<file path="src/logic/mtc_pkg.sv">
// package for the translation control and transparent window block
// assumes a 32-bit apb register bus and a 100 MHz sys_clk
package mtc_pkg;
	// ----------------------------------------
	// register byte offsets
	// ----------------------------------------
	localparam logic [7:0] OFS_USER_ROOT = 8'h00;
	localparam logic [7:0] OFS_SUPER_ROOT = 8'h04;
	localparam logic [7:0] OFS_XLAT_CTRL = 8'h08;
	localparam logic [7:0] OFS_DWIN0 = 8'h0C;
	localparam logic [7:0] OFS_DWIN1 = 8'h10;
	localparam logic [7:0] OFS_IWIN0 = 8'h14;
	localparam logic [7:0] OFS_IWIN1 = 8'h18;
	localparam logic [7:0] OFS_PROBE_STAT = 8'h1C;
	// ----------------------------------------
	// field positions and read masks
	// ----------------------------------------
	localparam int CTL_ENABLE_BIT = 15;
	localparam int CTL_PSIZE_BIT = 14;
	localparam logic [15:0] CTL_READ_MASK = 16'hC000;
	localparam logic [31:0] WIN_READ_MASK = 32'hFFFFE364;
	localparam int WIN_ENABLE_BIT = 15;
	localparam int WIN_PRIV_HI = 14;
	localparam int WIN_PRIV_LO = 13;
	localparam int WIN_UATTR_HI = 9;
	localparam int WIN_UATTR_LO = 8;
	localparam int WIN_CM_HI = 6;
	localparam int WIN_CM_LO = 5;
	localparam int WIN_WPROT_BIT = 2;
	localparam int PS_BUSERR_BIT = 11;
	localparam int PS_GLOBAL_BIT = 10;
	localparam int PS_UATTR_LO = 8;
	localparam int PS_SUPER_BIT = 7;
	localparam int PS_CM_LO = 5;
	localparam int PS_MOD_BIT = 4;
	localparam int PS_WPROT_BIT = 2;
	localparam int PS_WINHIT_BIT = 1;
	localparam int PS_RESIDENT_BIT = 0;
	localparam int PS_PADDR_LO = 12;
	// ----------------------------------------
	// reset values and cache modes
	// ----------------------------------------
	localparam logic [31:0] RST_WORD = 32'h0000_0000;
	typedef enum logic [1:0] {
		MTC_CM_WT = 2'h0,
		MTC_CM_CB = 2'h1,
		MTC_CM_NC_SER = 2'h2,
		MTC_CM_NC = 2'h3
	} mtc_cache_mode_t;
	typedef enum logic [1:0] {
		MTC_PR_IDLE = 2'h0,
		MTC_PR_WALK = 2'h1
	} mtc_probe_state_t;
endpackage : mtc_pkg

</file>
<file path="src/logic/mtc_top.sv">
// translation control, table roots, transparent windows and probe status
// assumes an apb master on sys_clk, an integer unit issuing accesses on
// sys_clk, and an external table walker answering probe walk requests
//
// Decided for this implementation: the APB slave port and the placing of the registers.
`timescale 1ns/1ps
module mtc_top
	import mtc_pkg::*;
(
	input wire logic sys_clk,
	input wire logic nrst,
	input wire logic psel,
	input wire logic penable,
	input wire logic pwrite,
	input wire logic [7:0] paddr,
	input wire logic [31:0] pwdata,
	output logic [31:0] prdata,
	output logic pready,
	output logic pslverr,
	input wire logic acc_valid,
	input wire logic [31:0] acc_addr,
	input wire logic space_privilege_bit,
	input wire logic acc_instr,
	input wire logic acc_write,
	input wire logic acc_rmw,
	input wire logic translate_disable_pin,
	output logic res_valid,
	output logic res_translate,
	output logic [31:0] res_root,
	output logic [31:0] res_paddr,
	output logic [1:0] cache_mode,
	output logic res_abort,
	output logic user_attr_out0,
	output logic user_attr_out1,
	output logic page_size_8k,
	input wire logic flush_req,
	output logic flush_translations,
	input wire logic probe_start,
	input wire logic [31:0] probe_addr,
	input wire logic probe_super,
	output logic probe_done,
	output logic walk_req,
	output logic [31:0] walk_root,
	input wire logic walk_done,
	input wire logic walk_bus_err,
	input wire logic walk_valid,
	input wire logic [19:0] walk_paddr,
	input wire logic walk_global,
	input wire logic [1:0] walk_uattr,
	input wire logic walk_super,
	input wire logic [1:0] walk_cm,
	input wire logic walk_mod,
	input wire logic walk_wp_any
);
	import mtc_pkg::*;

	// ----------------------------------------
	// registers
	// ----------------------------------------
	logic [31:0] user_root_pointer_reg;
	logic [31:0] supervisor_table_root_reg;
	logic xlat_enable_reg;
	logic page_size_reg;
	logic [31:0] win_reg [4];
	logic [31:0] probe_status_reg;
	logic [31:0] probe_status_next;
	logic pready_reg;
	logic [31:0] prdata_reg;
	logic pslverr_reg;
	logic translate_disable_pin_meta_reg;
	logic translate_disable_pin_sync_reg;
	mtc_probe_state_t probe_state_reg;
	logic [31:0] probe_addr_reg;
	logic probe_super_reg;
	logic walk_sent_reg;

	// ----------------------------------------
	// apb decode
	// ----------------------------------------
	wire logic apb_access = psel & penable;
	wire logic apb_commit = apb_access & pready_reg;
	wire logic apb_wr = apb_commit & pwrite;
	wire logic [3:0] win_sel = (paddr == OFS_DWIN0) ? 4'h1 : (paddr == OFS_DWIN1) ? 4'h2 :
		(paddr == OFS_IWIN0) ? 4'h4 : (paddr == OFS_IWIN1) ? 4'h8 : 4'h0;
	wire logic hit_uroot = paddr == OFS_USER_ROOT;
	wire logic hit_sroot = paddr == OFS_SUPER_ROOT;
	wire logic hit_ctrl = paddr == OFS_XLAT_CTRL;
	wire logic hit_pstat = paddr == OFS_PROBE_STAT;
	wire logic mapped = hit_uroot | hit_sroot | hit_ctrl | hit_pstat | (win_sel != 4'h0);
	wire logic [15:0] ctrl_word = {xlat_enable_reg, page_size_reg, 14'h0000} & CTL_READ_MASK;
	wire logic [31:0] win_rd = win_sel[0] ? win_reg[0] : win_sel[1] ? win_reg[1] :
		win_sel[2] ? win_reg[2] : win_reg[3];
	wire logic [31:0] rd_word = hit_uroot ? user_root_pointer_reg :
		hit_sroot ? supervisor_table_root_reg :
		hit_ctrl ? {16'h0000, ctrl_word} :
		hit_pstat ? probe_status_reg :
		(win_sel != 4'h0) ? (win_rd & WIN_READ_MASK) : RST_WORD;

	// one wait state, so pready and prdata come from flops
	always_ff @(posedge sys_clk) begin
		if (!nrst) begin
			pready_reg <= 1'b0;
			prdata_reg <= RST_WORD;
			pslverr_reg <= 1'b0;
		end else begin
			pready_reg <= apb_access & ~pready_reg;
			prdata_reg <= (apb_access & ~pready_reg & ~pwrite) ? rd_word : RST_WORD;
			pslverr_reg <= apb_access & ~pready_reg & ~mapped;
		end
	end

	// roots stored whole; alignment is software's duty
	always_ff @(posedge sys_clk) begin
		if (!nrst) begin
			user_root_pointer_reg <= RST_WORD;
			supervisor_table_root_reg <= RST_WORD;
			xlat_enable_reg <= 1'b0;
		end else begin
			if (apb_wr & hit_uroot) begin
				user_root_pointer_reg <= pwdata;
			end
			if (apb_wr & hit_sroot) begin
				supervisor_table_root_reg <= pwdata;
			end
			if (apb_wr & hit_ctrl) begin
				xlat_enable_reg <= pwdata[CTL_ENABLE_BIT];
			end
		end
	end

	// page size has no reset term
	always_ff @(posedge sys_clk) begin
		if (apb_wr & hit_ctrl) begin
			page_size_reg <= pwdata[CTL_PSIZE_BIT];
		end
	end

	genvar gi;
	generate
		for (gi = 0; gi < 4; gi++) begin : g_win
			always_ff @(posedge sys_clk) begin
				if (!nrst) begin
					win_reg[gi] <= RST_WORD;
				end else if (apb_wr & win_sel[gi]) begin
					win_reg[gi] <= pwdata & WIN_READ_MASK;
				end
			end
		end
	endgenerate

	// ----------------------------------------
	// translate-disable pin synchroniser
	// ----------------------------------------
	always_ff @(posedge sys_clk) begin
		if (!nrst) begin
			translate_disable_pin_meta_reg <= 1'b0;
			translate_disable_pin_sync_reg <= 1'b0;
		end else begin
			translate_disable_pin_meta_reg <= translate_disable_pin;
			translate_disable_pin_sync_reg <= translate_disable_pin_meta_reg;
		end
	end

	// ----------------------------------------
	// window compares: access path and probe path
	// ----------------------------------------
	logic [3:0] acc_hit;
	logic [3:0] prb_hit;
	generate
		for (gi = 0; gi < 4; gi++) begin : g_match
			mtc_window_match u_acc (
				.win(win_reg[gi]),
				.addr_hi(acc_addr[31:24]),
				.privileged(space_privilege_bit),
				.hit(acc_hit[gi])
			);
			mtc_window_match u_prb (
				.win(win_reg[gi]),
				.addr_hi(probe_addr_reg[31:24]),
				.privileged(probe_super_reg),
				.hit(prb_hit[gi])
			);
		end
	endgenerate

	// instruction fetches use the instruction pair, the rest the data pair
	wire logic [1:0] pair_hit = acc_instr ? acc_hit[3:2] : acc_hit[1:0];
	wire logic [31:0] win_w0 = acc_instr ? win_reg[2] : win_reg[0];
	wire logic [31:0] win_w1 = acc_instr ? win_reg[3] : win_reg[1];
	wire logic [31:0] win_pick = pair_hit[0] ? win_w0 : win_w1;
	wire logic win_any = |pair_hit;
	wire logic paging_on = xlat_enable_reg & ~translate_disable_pin_sync_reg;
	wire logic [1:0] cm_next = win_any ? win_pick[WIN_CM_HI:WIN_CM_LO] : MTC_CM_WT;
	wire logic [1:0] ua_next = win_any ? win_pick[WIN_UATTR_HI:WIN_UATTR_LO] : 2'h0;
	wire logic abort_next = win_any & win_pick[WIN_WPROT_BIT] & (acc_write | acc_rmw);
	wire logic [31:0] root_sel = space_privilege_bit ? supervisor_table_root_reg :
		user_root_pointer_reg;

	// ----------------------------------------
	// access result
	// ----------------------------------------
	always_ff @(posedge sys_clk) begin
		if (!nrst) begin
			res_valid <= 1'b0;
			res_translate <= 1'b0;
			res_root <= RST_WORD;
			res_paddr <= RST_WORD;
			cache_mode <= MTC_CM_WT;
			res_abort <= 1'b0;
			user_attr_out0 <= 1'b0;
			user_attr_out1 <= 1'b0;
		end else begin
			res_valid <= acc_valid;
			if (acc_valid) begin
				res_translate <= paging_on & ~win_any;
				res_root <= root_sel;
				res_paddr <= acc_addr;
				cache_mode <= cm_next;
				res_abort <= abort_next;
				user_attr_out0 <= ua_next[0];
				user_attr_out1 <= ua_next[1];
			end
		end
	end

	// flush is only ever raised by the request, never by control writes
	always_ff @(posedge sys_clk) begin
		if (!nrst) begin
			flush_translations <= 1'b0;
			page_size_8k <= 1'b0;
		end else begin
			flush_translations <= flush_req;
			page_size_8k <= page_size_reg;
		end
	end

	// ----------------------------------------
	// probe sequencing
	// ----------------------------------------
	wire logic prb_win = |prb_hit;
	wire logic prb_root_super = probe_super_reg;
	logic [31:0] desc_word;
	always_comb begin
		desc_word = RST_WORD;
		desc_word[31:PS_PADDR_LO] = walk_paddr;
		desc_word[PS_GLOBAL_BIT] = walk_global;
		desc_word[PS_UATTR_LO +: 2] = walk_uattr;
		desc_word[PS_SUPER_BIT] = walk_super;
		desc_word[PS_CM_LO +: 2] = walk_cm;
		desc_word[PS_MOD_BIT] = walk_mod;
		desc_word[PS_WPROT_BIT] = walk_wp_any;
		desc_word[PS_RESIDENT_BIT] = walk_valid;
	end

	always_comb begin
		probe_status_next = probe_status_reg;
		if (probe_state_reg == MTC_PR_IDLE && apb_wr && hit_pstat) begin
			probe_status_next = pwdata;
		end else if (probe_state_reg == MTC_PR_WALK && prb_win) begin
			probe_status_next = RST_WORD;
			probe_status_next[PS_WINHIT_BIT] = 1'b1;
			probe_status_next[PS_RESIDENT_BIT] = 1'b1;
		end else if (probe_state_reg == MTC_PR_WALK && walk_done && walk_bus_err) begin
			probe_status_next = RST_WORD;
			probe_status_next[PS_BUSERR_BIT] = 1'b1;
		end else if (probe_state_reg == MTC_PR_WALK && walk_done) begin
			probe_status_next = desc_word;
		end
	end

	always_ff @(posedge sys_clk) begin
		if (!nrst) begin
			probe_state_reg <= MTC_PR_IDLE;
			probe_status_reg <= RST_WORD;
			probe_addr_reg <= RST_WORD;
			probe_super_reg <= 1'b0;
			probe_done <= 1'b0;
			walk_req <= 1'b0;
			walk_root <= RST_WORD;
			walk_sent_reg <= 1'b0;
		end else begin
			probe_status_reg <= probe_status_next;
			probe_done <= 1'b0;
			walk_req <= 1'b0;
			case (probe_state_reg)
				MTC_PR_IDLE: begin
					if (probe_start) begin
						probe_addr_reg <= probe_addr;
						probe_super_reg <= probe_super;
						probe_state_reg <= MTC_PR_WALK;
						walk_sent_reg <= 1'b0;
					end
				end
				MTC_PR_WALK: begin
					if (prb_win || walk_done) begin
						probe_done <= 1'b1;
						probe_state_reg <= MTC_PR_IDLE;
					end else if (!walk_sent_reg) begin
						walk_req <= 1'b1;
						walk_sent_reg <= 1'b1;
						walk_root <= prb_root_super ? supervisor_table_root_reg :
							user_root_pointer_reg;
					end
				end
				default: begin
					probe_state_reg <= MTC_PR_IDLE;
				end
			endcase
		end
	end

	assign prdata = prdata_reg;
	assign pready = pready_reg;
	assign pslverr = pslverr_reg;
endmodule : mtc_top

</file>
<file path="src/logic/mtc_window_match.sv">
// one transparent window compare
// assumes window word already holds its stored fields
`timescale 1ns/1ps
module mtc_window_match
	import mtc_pkg::*;
(
	input wire logic [31:0] win,
	input wire logic [7:0] addr_hi,
	input wire logic privileged,
	output logic hit
);
	wire logic [7:0] diff = (win[31:24] ^ addr_hi) & ~win[23:16];
	wire logic priv_ok = win[WIN_PRIV_HI] | (win[WIN_PRIV_LO] == privileged);
	assign hit = win[WIN_ENABLE_BIT] & (diff == 8'h00) & priv_ok;
endmodule : mtc_window_match

</file>
<file path="config.mk">
export PLATFORM = sky130hd
export DESIGN_NAME = mtc_top
export DESIGN_NICKNAME = d
export VERILOG_FILES = /design/src/logic/mtc_pkg.sv /design/src/logic/mtc_top.sv /design/src/logic/mtc_window_match.sv
export SDC_FILE = /design/constraint.sdc
export NUM_CORES = 1
export LEC_CHECK = 0
export BUFFER_PORTS_ARGS = -buffer_cell sky130_fd_sc_hd__buf_2
export CAP_MARGIN = 30
export CORE_MARGIN = 2
export CORE_UTILIZATION = 45
export CTS_BUF_LIST = sky130_fd_sc_hd__clkbuf_8
export CTS_CLUSTER_SIZE = 40
export DETAILED_ROUTE_END_ITERATION = 16
export GPL_ROUTABILITY_DRIVEN = 1
export MAX_ROUTING_LAYER = met4
export PLACE_DENSITY = 0.67
export SLEW_MARGIN = 20
export SYNTH_ARGS = -nofsm -noshare
export SYNTH_HDL_FRONTEND = slang
export SYNTH_HIERARCHICAL = 1
export SYNTH_SLANG_ARGS = --single-unit
</file>
<file path="constraint.sdc">
create_clock -name sys_clk -period 4.6 [get_ports sys_clk]
set_input_delay 0.23 -clock sys_clk [delete_from_list [all_inputs] [get_ports sys_clk]]
set_output_delay 0.23 -clock sys_clk [all_outputs]
set_load 0.05 [all_outputs]
</file>
### Yosys cells after proc, flatten, opt, wreduce, memory -nomap -nowiden

Memory sizes are Yosys's and may differ from the RTL's.
Cells that the tools add are included.

* memories: 1
* logic and storage cells: 203
* output and inout port bits: 141
* bits in writable memories: 96
* register bits after elaboration: 277

* equal/unequal tests: 19
* multiplexer cells: 49
* reductions and logical operators: 28
* bitwise logic cells: 79

Memories
* win_reg: depth 4, bits a word 24, rd ports 4, clocked after memory_dff 0, write ports 4, RTL line mtc_top.sv:64 `logic [31:0] win_reg [4];`

Operator list (number)
* $mux 32: 14
* $mux 24: 4
* $logic_not 8->1: 9
* $and 8x8->8: 8
* $xor 8x8->8: 8
* $and 1x1->1: 33
* $eq 8x5->1 const B: 4
* $not 8->8: 4
* $mux 10: 3
* $mux 1: 17
* $or 1x1->1: 17
* $eq 8x4->1 const B: 2
* $mux 4: 4
* $mux 2: 5
* $not 1->1: 9
* $eq 1x1->1: 8
* $eq 8x3->1 const B: 1
* $reduce_and 2->1: 4
* $reduce_bool 4->1: 2
* $reduce_and 3->1: 2
* $logic_and 1x1->1: 5
* $ne 2x2->1 const B: 2
* $pmux 2 s2: 1
* $reduce_or 4->1: 1
* other kinds (8): 8

### Depth between registers and ports, before layout

Gate-level depths: netlist (run 1).

* depth after elaboration: 13
* depth in mapped cells: 11

### Hierarchy

The synthesis (run 1) kept the hierarchy.

By module, submodules not included
* mtc_top: area each 14345.0 µm², sequential area each 7937.6 µm², cells each 1398, instances 1
* mtc_window_match: area each 125.1 µm², sequential area each 0.0 µm², cells each 16, instances 8

### Worst setup path after synthesis (run 1)

Ideal clock, no wire load.

* path kind: input to register
* start: in paddr[7]
* end: mem win_reg[2][0] (netlist name), enable pin
* library setup time: 438 ps
* required time: 4162 ps
* cell stages on the path: 4
* buffers on the path: 1
* setup slack: 1297 ps
* arrival time: 2865 ps
* path through: nor4b_4 > nand2_1 > buf_4 > o21ai_0

RTL lines
* from (decl): RTL line mtc_top.sv:15 `input wire logic [7:0] paddr,`
* to (decl): RTL line mtc_top.sv:64

### Worst setup path after layout (run 1)

* start: reg probe_addr_reg[26]
* end: reg probe_status_reg[7]

* cells in the longest elaborated chain, start to end: 9

RTL lines
* from (decl): RTL line mtc_top.sv:73 `logic [31:0] probe_addr_reg;`
* from (signal assigned): RTL line mtc_top.sv:288 `probe_addr_reg <= probe_addr;`
* $xor 8x8->8 (*): RTL line mtc_window_match.sv:12 `wire logic [7:0] diff = (win[31:24] ^ addr_hi) & ~win[23:16];`
* $and 8x8->8 (*): RTL line mtc_window_match.sv:12
* $logic_not 8->1 (*): RTL line mtc_window_match.sv:14 `assign hit = win[WIN_ENABLE_BIT] & (diff == 8'h00) & priv_ok;`
* $and 1x1->1 (*) (2 in a row): RTL line mtc_window_match.sv:14
* net prb_hit[1]: RTL line mtc_top.sv:168 `logic [3:0] prb_hit;`
* $reduce_or 4->1 (*): RTL line mtc_top.sv:240 `wire logic prb_win = |prb_hit;`
* $logic_and 1x1->1 (*): RTL line mtc_top.sv:259 `end else if (probe_state_reg == MTC_PR_WALK && prb_win) begin`
* $mux 32: RTL line mtc_top.sv:259
* $mux 32: RTL line mtc_top.sv:257 `if (probe_state_reg == MTC_PR_IDLE && apb_wr && hit_pstat) begin`
* to (signal assigned): RTL line mtc_top.sv:282 `probe_status_reg <= probe_status_next;`
* to (decl): RTL line mtc_top.sv:65 `logic [31:0] probe_status_reg;`

Mark *: on every way through the listed nets, which the timed path passes. The rest lies on a longest branch.
A chain may end at the register's enable or synchronous reset.

==> impl_metrics.tcl, run 1 <==
set metrics [dict create \
    status "completed" \
    finalHoldViolCount 0 \
    rsz0062_at_grt "false" \
    port_buffers 265 \
    final-max-slew-violation-count 0 \
    arrival_ns 4.23 \
    fin_worst_skew_ns 0.0363 \
    cp_max_fo 10 \
    start_util_pct 45.8 \
    grt_pass1_vias 13000 \
    min_to "res_paddr[30]$_SDFFE_PN0P_" \
    dr_total_vias 13500 \
    viasPerCell 5.70 \
    p_sw_share_pct 27.3 \
    postRouteAntennaNets 0 \
    pwr-share-clk_pct 39.6 \
    powerDensity_mw_per_mm2 354 \
    synth_area_mm2 0.0153 \
    largest_reg_flops 96 \
    routedWlPerCell_um 22.0 \
    end_kind "flip-flop" \
    htree_num_levels 2 \
    critPathKind "reg2reg" \
    syn-num-nets 1674 \
    fp.dieH_um 189 \
    crit_start "probe_addr_reg[26]$_SDFFE_PN0P_" \
    finalPower_mw 6.83 \
    syn_avg_cell_area_um2 10.1 \
    whs_path_depth 3 \
    grtUsageTotal_pct 29.1 \
    cts.repair.resized 0 \
    die_w_um 189 \
    crit_chain "xnor2_1 > o22ai_1 > or3_1 > nor3_2 > nor4_1 > nand2_1 > nor3b_4 > a222oi_1 > dlygate4sd3_1 > nor2_1" \
    fmax_mhz 272 \
    hpwl_um 35600 \
    switchingPower_mw 1.86 \
    leakage_nw 7.56 \
    critPathLaunchType "flip-flop" \
    cts.sinks 348 \
    finalCritPeriodShare_pct 80.0 \
    syn_inst 1525 \
    worst_slew_pin_slew_ns 1.04 \
    p_comb_share_pct 11.9 \
    fin_cells 2370 \
    rows 67 \
    clk-insertion-delay-late_ns 0.62 \
    final_core_util_pct 57.6 \
    fp.coreArea_mm2 0.0335 \
    hold_start "acc_addr[30]" \
    reg2reg_depth 10 \
    critPathBufInv 1 \
    antenna_found_initial 4 \
    grt_pass1_wl_um 77300 \
    drive_above_1_share_pct 23.1 \
    slowest_delay_ns 0.75 \
    crit_path_top_delay_cell "nor4_1" \
    placed_cells 2157 \
    p_seq_share_pct 48.5 \
    grt_max_degree 137 \
    io_pins 290 \
    cp.required_ns 5.15 \
    place.gp.congestion 0.925 \
    internal_power_mw 4.97 \
    hold_class "in2reg" \
    slew_headroom_pct 30.7 \
    grt_overflow 0 \
    clockBufferDepth 3 \
    dieArea_mm2 0.0356 \
    cts-root-buf "clkbuf_8" \
    maxCapViolCount 0 \
    initialDrtViolationCount 1344 \
    rr_startpoint "probe_addr_reg[26]$_SDFFE_PN0P_" \
    clk_pin_slew_worst_paths_ns 0.07 \
    nFillCells 2932 \
    synth_warnings 6 \
    regToRegSetupSlack_ns 0.92 \
    peakVddDrop_uv 183 \
    dr.pass1.iters 7 \
    cts_tree "done" \
    reg2reg_to "probe_status_reg[7]$_SDFFE_PN0P_" \
    numCtsBuffers 57 \
    wl_um 52100 \
    drc 0 \
    finalSetupViolations 0 \
    postCtsSetupBuffers 0 \
    cp_top_family "simple AND/OR/NAND/NOR gates" \
    layout_min_cycle_time_ns 3.68 \
    tns_ns 0 \
    area_delta_synth_final_pct 25.8 \
    nNetsFinal 2025 \
]
[worst max-delay path by stage]
stage,depth (start not counted),end
finish,10,probe_status_reg[7]$_SDFFE_PN0P_
global placement,10,probe_status_reg[25]$_SDFFE_PN0P_
detailed placement,10,walk_root[24]$_SDFFE_PN0P_
floorplan,4,win_reg[2][0]$_SDFFCE_PN0P_
global route,10,probe_status_reg[7]$_SDFFE_PN0P_
CTS,10,probe_status_reg[7]$_SDFFE_PN0P_
[worst reg2reg max path, cell delays in order (launching register included)]
cell	delay, ns
dfxtp_1	0.54
xnor2_1	0.12
o22ai_1	0.22
or3_1	0.18
nor3_2	0.06
nor4_1	0.75
nand2_1	0.31
nor3b_4	0.58
a222oi_1	0.18
dlygate4sd3_1	0.61
nor2_1	0.08
[area by class of cell]
| type | count | area, um^2 | share of cell area, % |
|---|---|---|---|
| Clock buffer | 67 | 922 | 4.78 |
| Timing Repair Buffer | 399 | 2650 | 13.7 |
| Clock inverter | 33 | 215 | 1.11 |
| Antenna cell | 5 | 12.5 | 0.0648 |
| Inverter | 5 | 23.8 | 0.123 |
| Sequential cell | 348 | 7940 | 41.1 |
| Tap cell | 448 | 561 | 2.90 |
| Multi-Input combinational cell | 1065 | 6980 | 36.2 |
[routing by layer]
metal / track usage (%) / part of all wire [%] / vias up
met3: 4.88 / 8.6 / 108
met5: - / 0 / -
met4: 8.56 / 2.8 / 0
met2: 48.5 / 48 / 694
li1: - / - / 6250
met1: 36.4 / 40 / 6447
[timing repair]
item	in CTS	in global routing
hold buffers	105	0
hold endpoints to repair	142	0
setup endpoints to repair	0	0
[per-stage QoR]
step | hold slack [ns] | worst slack [ns] | instance area [um^2]
after floorplan | 0.309 | 1.30 | 15300
after global placement | 0.421 | 1.30 | 17000
after detailed placement | 0.431 | 1.23 | 17000
after CTS | 0.0111 | 0.987 | 19200
after global routing | 0.0509 | 0.808 | 19300
final | 0.0339 | 0.920 | 19300
[cell usage in the layout, fill, tap and decap left out, drive strengths merged, types with 44 or more instances in the layout]
cell           n
edfxtp        97
xnor2         72
clkbuf        67
a211oi        70
and2         104
o21ai         44
dlygate4sd3  105
nor2         156
a21oi        112
buf          294
dfxtp        251
mux2i        112
nand2        162
[power groups by stage]
stage,Sequential [mW],Combinational [mW],Clock (mW)
floorplan,3.54,0.303,0
global placement,3.38,0.725,0
detailed placement,3.38,0.732,0
CTS,3.31,0.803,2.74
global route,3.32,0.861,2.88
finish,3.32,0.814,2.71
No activity file was read; power rests on OpenSTA's default activity.
==> run 2, diff against run 1 <==
PLACE_DENSITY = 0.7   (was 0.67)
clock period = 2.96 ns   (was 4.6 ns; I/O delays follow)
==> run 2 against run 1 <==
Combinational power up 58%. Non-clock buffer count up 39. Die area unchanged. Wire length up 1.2%. Sequential power up 55%. Cell count up 1.9%. Utilization up 1.2 points. Sequential cell count unchanged. Worst hold slack about the same. Clock skew down 0.0076 ns.
==> impl_metrics.tcl, run 2 (synthesis gave the netlist of run 1 again) <==
set metrics [dict create \
    port_buffers 265 \
    start_util_pct 45.8 \
    hold_start "walk_valid" \
    antenna_found_initial 7 \
    grt_pass1_vias 13500 \
    viasPerCell 5.67 \
    drive_above_1_share_pct 24.2 \
    hpwl_um 36800 \
    nNetsFinal 2064 \
    die_w_um 189 \
    place_area_mm2 0.0173 \
    fin_worst_skew_ns 0.0287 \
    cp.required_ns 3.48 \
    finalHoldViolCount 0 \
    dr.pass1.iters 7 \
    place_ws_ns 0.211 \
    fp.coreArea_mm2 0.0335 \
    fmax_mhz 359 \
    wl_um 52700 \
    whs_path_depth 4 \
    io_pins 290 \
    largest_reg_flops 96 \
    clk_pin_slew_worst_paths_ns 0.06 \
    area_delta_synth_final_pct 28.3 \
    hold_class "in2reg" \
    peakVddDrop_uv 370 \
    initialDrtViolationCount 1346 \
    maxCapViolCount 0 \
    tns_ns 0 \
    final_cell_mix "264 x buf_2, 250 x dfxtp_1, 161 x nand2_1, 151 x nor2_1, 112 x mux2i_1" \
    layout_commonest_cell "buf_2" \
    reg2reg_to "res_abort$_SDFFE_PN0P_" \
    worst_slack_ns 0.172 \
    cts.sinks 348 \
    cts_tree "done" \
    place.gp.congestion 0.954 \
    status "completed" \
    grtUsageTotal_pct 29.8 \
    powerDensity_mw_per_mm2 557 \
    cts-root-buf "clkbuf_8" \
    crit_start "win_reg[2][5]$_SDFFCE_PN0P_" \
    drc 0 \
    layout_min_cycle_time_ns 2.79 \
    finalCritPeriodShare_pct 94.2 \
    numCtsBuffers 57 \
    grt_overflow 0 \
    regToRegSetupSlack_ns 0.17 \
    worst_slew_pin_slew_ns 0.948 \
    clockBufferDepth 3 \
    leakage_nw 7.80 \
    placed_cells 2191 \
    critPathLaunchType "flip-flop" \
    finalSetupViolations 0 \
    rsz0062_at_grt "false" \
    rows 67 \
    cp_max_fo 5 \
    reg2reg_depth 10 \
    final_area_mm2 0.0197 \
    critPathKind "reg2reg" \
    end_kind "flip-flop" \
    min_to "probe_status_reg[0]$_SDFFE_PN0P_" \
    slew_headroom_pct 36.7 \
    grt_pass1_wl_um 79300 \
    fp.dieH_um 189 \
    rr_startpoint "win_reg[2][5]$_SDFFCE_PN0P_" \
    fin_cells 2416 \
    arrival_ns 3.31 \
    dieArea_mm2 0.0356 \
    dr_total_vias 13700 \
    grt_max_degree 115 \
    routedWlPerCell_um 21.8 \
    htree_num_levels 2 \
    holdWs_ns 0.0334 \
    final-max-slew-violation-count 0 \
    clk-insertion-delay-late_ns 0.62 \
    postRouteAntennaNets 0 \
]
run 2: cell types whose count changed in the layout (fill, tap and decap cells not counted), moves of 2 or more:
| cell | change |
|---|---|
| dlygate4sd3_1 | +6 |
| nor2_1 | +4 |
| clkinv_1 | +3 |
| bufinv_16 | +3 |
| nor2_4 | -2 |
| clkinv_2 | -5 |
| buf_4 | +33 |
| clkbuf_8 | +2 |
| diode_2 | +3 |
| buf_16 | -2 |
| buf_12 | +3 |
| nor2_2 | -2 |
run 2: worst max path at each step:
stage,endpoint,slack [ns],depth (start not counted)
final,res_abort$_SDFFE_PN0P_,0.17,10
after global routing,res_abort$_SDFFE_PN0P_,0.008,10
after CTS,res_abort$_SDFFE_PN0P_,0.13,11
after detailed placement,probe_status_reg[15]$_SDFFE_PN0P_,0.21,10
after global placement,probe_status_reg[30]$_SDFFE_PN0P_,0.29,10
after floorplan,win_reg[0][0]$_SDFFCE_PN0P_,-0.33,2
run 2: final cells by class:
| class | instances | area [um^2] |
|---|---|---|
| fillers | 2908 | 13800 |
| flip-flops and latches | 348 | 7940 |
| multi-input cells | 1065 | 6960 |
| repair buffers | 438 | 2950 |
| clock buffers | 69 | 950 |
| well taps | 448 | 561 |
| clock inverters | 35 | 290 |
| inverters | 5 | 23.8 |
| diodes | 8 | 20.0 |
run 2: power breakdown:
part           switching, mW  internal, mW
registers              0.114          5.04
clock network           1.97          2.55
logic                  0.830         0.462
run 2: critical path, cell delays in order, from the launching register on:
cell and delay, ns:
edfxtp_1 0.44, xnor2_1 0.19, o22ai_1 0.12, or3_1 0.41, nor3_4 0.27, buf_6 0.17, mux2i_1 0.08, a21oi_1 0.18
o2111ai_1 0.12, dlygate4sd3_1 0.60, a21oi_1 0.14
run 2: per-layer routing:
| metal | up-vias | wire, um | global-route usage [%] |
|---|---|---|---|
| met5 | - | 0 | - |
| met4 | 0 | 1850 | 11.2 |
| met3 | 115 | 4710 | 6.00 |
| met2 | 706 | 25200 | 49.1 |
| met1 | 6538 | 20900 | 36.2 |
| li1 | 6331 | - | - |
run 2: what timing repair did:
item                       in CTS  in global routing
hold buffers                  111                  0
buffers inserted                0                  2
gates resized for setup         0                  4
hold endpoints to repair      235                  0
setup endpoints to repair       0                  1
run 2: through the flow:
| step | util, % | total power, mW |
|---|---|---|
| 2_1_floorplan | - | 5.97 |
| 3_3_place_gp | 51.6 | 6.39 |
| 3_5_place_dp | 51.6 | 6.41 |
| 4_1_cts | 58.6 | 11.0 |
| 5_1_grt | 58.7 | 11.3 |
| 6_report | 58.7 | 11.0 |
==> run 3, diff against run 2 <==
PLACE_DENSITY = 0.69   (was 0.7)
SYNTH_HIERARCHICAL = not set   (was 1)
==> run 3 against run 2 <==
Total power shrank 0.91%. Global-route usage grew 0.88 points. Clock power shrank 4%. Synthesized cell count grew 8.9%. Critical path type unchanged.
==> impl_metrics.tcl, run 3 <==
set metrics [dict create \
    grt_pass1_wl_um 82700 \
    yosys-top-cells-area "dfxtp_1 32%, edfxtp_1 18%, mux2i_1 8.4%" \
    regToRegSetupSlack_ns 0.16 \
    cts_tree "done" \
    fp.dieH_um 192 \
    place_ws_ns 0.345 \
    multi_input_area_mm2 0.00727 \
    drc 0 \
    wl_um 55300 \
    synth_top_family_by_area "compound AO/OA/AOI/OAI gates" \
    peakVddDrop_uv 404 \
    htree_num_levels 2 \
    powerDensity_mw_per_mm2 542 \
    place.gp.congestion 0.944 \
    synth_xor_area_share_pct 3.98 \
    clk-insertion-delay-late_ns 0.65 \
    fp.coreArea_mm2 0.0346 \
    async_flop_share_pct 0 \
    finalCritPeriodShare_pct 94.8 \
    fmax_mhz 357 \
    dieArea_mm2 0.0367 \
    synth_top_area_share_pct 31.7 \
    largest_reg_flops 96 \
    maxCapViolCount 0 \
    postCtsSetupBuffers 0 \
    grt_max_degree 91 \
    seq_area_frac_synth_pct 50.1 \
    synth_mux_area_share_pct 8.55 \
    layout_min_cycle_time_ns 2.80 \
    cts-root-buf "clkbuf_8" \
    yosysMostFrequentCell "dfxtp_1" \
    synth_top_area_cell "dfxtp_1" \
    worst_slew_pin_slew_ns 0.767 \
    cts.sinks 348 \
    rsz0062_at_grt "false" \
    final_area_mm2 0.0200 \
    port_buffers 265 \
    synthTopCellsByCount "251 x dfxtp_1, 235 x nand2_1, 133 x mux2i_1" \
    critPathLaunchType "flip-flop" \
    grtUsageTotal_pct 30.7 \
    final_core_util_pct 57.9 \
    syn-num-nets 1809 \
    numCtsBuffers 56 \
    arrival_ns 3.39 \
    final-max-slew-violation-count 0 \
    synth_edf_count 97 \
    cp_max_fo 20 \
    dr.pass1.iters 6 \
    ys.flop_type "dfxtp_1" \
    synth_compound_area_share_pct 17.2 \
    seq_area_mm2 0.00795 \
    placed_cells 2304 \
    grt_pass1_vias 14200 \
    die_w_um 192 \
    crit_path_top_delay_cell "dlygate4sd3_1" \
    slew_headroom_pct 48.7 \
    worst_slack_ns 0.155 \
    syn_inst 1660 \
    cp.required_ns 3.55 \
    holdWs_ns 0.0276 \
    clk_pin_slew_worst_paths_ns 0.07 \
    synth_warnings 0 \
    end_kind "flip-flop" \
    viasPerCell 5.72 \
    critPathKind "reg2reg" \
    start_util_pct 45.7 \
    ys_types 58 \
    fin_worst_skew_ns 0.0280 \
    antenna_found_initial 1 \
    synth_simple_gate_area_share_pct 15.7 \
    fin_cells 2512 \
    crit_chain "xnor2_1 > o22ai_1 > or3_1 > nor3_1 > buf_4 > o41ai_4 > buf_6 > nand4_1 > a2bb2oi_1 > dlygate4sd3_1" \
    leakage_nw 8.13 \
    io_pins 290 \
    dr_total_vias 14400 \
    finalHoldViolCount 0 \
    area_delta_synth_final_pct 26.6 \
    hpwl_um 38800 \
    nNetsFinal 2164 \
    hold_class "in2reg" \
    postRouteAntennaNets 0 \
    status "completed" \
    nFillCells 3043 \
    place_area_mm2 0.0178 \
    grt_overflow 0 \
    synth_area_mm2 0.0158 \
    drive_above_1_share_pct 21.3 \
    tns_ns 0 \
    layout_commonest_cell "buf_2" \
    rows 68 \
    final_cell_mix "264 x buf_2, 244 x dfxtp_1, 235 x nand2_1, 133 x mux2i_1, 113 x a21oi_1" \
    slowest_delay_ns 0.57 \
    routedWlPerCell_um 22.0 \
    clockBufferDepth 3 \
    synthAdderAreaFrac_pct 0 \
    initialDrtViolationCount 1462 \
    finalPower_mw 10.9 \
    syn_avg_cell_area_um2 9.54 \
    finalSetupViolations 0 \
    ys_ff_latch 348 \
]
==> run 3: per-layer routing <==
layer | part of all wire, % | up-vias | GRT usage, %
met1 | 42 | 6861 | 39.1
met3 | 8.2 | 130 | 6.30
met2 | 46 | 738 | 48.4
met5 | 0 | - | -
met4 | 3.6 | 0 | 11.2
li1 | - | 6646 | -
==> run 3: final timing paths <==
check	start	depth (start not counted)	endpoint
max	win_reg[3][17]$_SDFFCE_PN0P_	10	probe_status_reg[10]$_SDFFE_PN0P_
min	probe_start	4	probe_addr_reg[27]$_SDFFE_PN0P_
max reg2reg	win_reg[3][17]$_SDFFCE_PN0P_	10	probe_status_reg[10]$_SDFFE_PN0P_
min reg2reg	translate_disable_pin_meta_reg$_SDFF_PN0_	1	translate_disable_pin_sync_reg$_SDFF_PN0_
==> run 3: layout make-up <==
class	instances	share of cell area, %
Timing Repair Buffer	438	14.9
Inverter	31	0.593
Clock buffer	69	4.74
Sequential cell	348	39.6
Multi-Input combinational cell	1140	36.2
Antenna cell	1	0.0125
Clock inverter	30	1.05
Tap cell	455	2.84
==> run 3: cell families after synthesis <==
kind of cell | Yosys count
and+or+nand+nor | 527
AOI/OAI and AO/OA | 406
DFF | 348
buffers and inverters | 172
muxes | 135
xor gates and xnor gates | 72
==> run 3: repair_timing <==
action,CTS,global route
resized for setup,0,12
endpoints found under the setup margin,0,7
hold endpoints to repair,247,0
hold buffers,108,0
==> run 3: worst max-delay path, delay by kind of cell, from the launching register on <==
family                    cells  cell delay, ns
buffers and inverters         3            0.98
AOI/OAI and AO/OA             3            0.79
DFF                           1            0.45
and+or+nand+nor               3            0.36
xor gates and xnor gates      1            0.16
==> run 3: report_power, final <==
part	internal, mW	switching [mW]	total (mW)	leakage [nW]
logic	0.500	0.842	1.34	4.40
clock network	2.36	1.98	4.34	0.671
registers	5.05	0.133	5.19	3.06
total	7.91	2.96	10.9	8.13
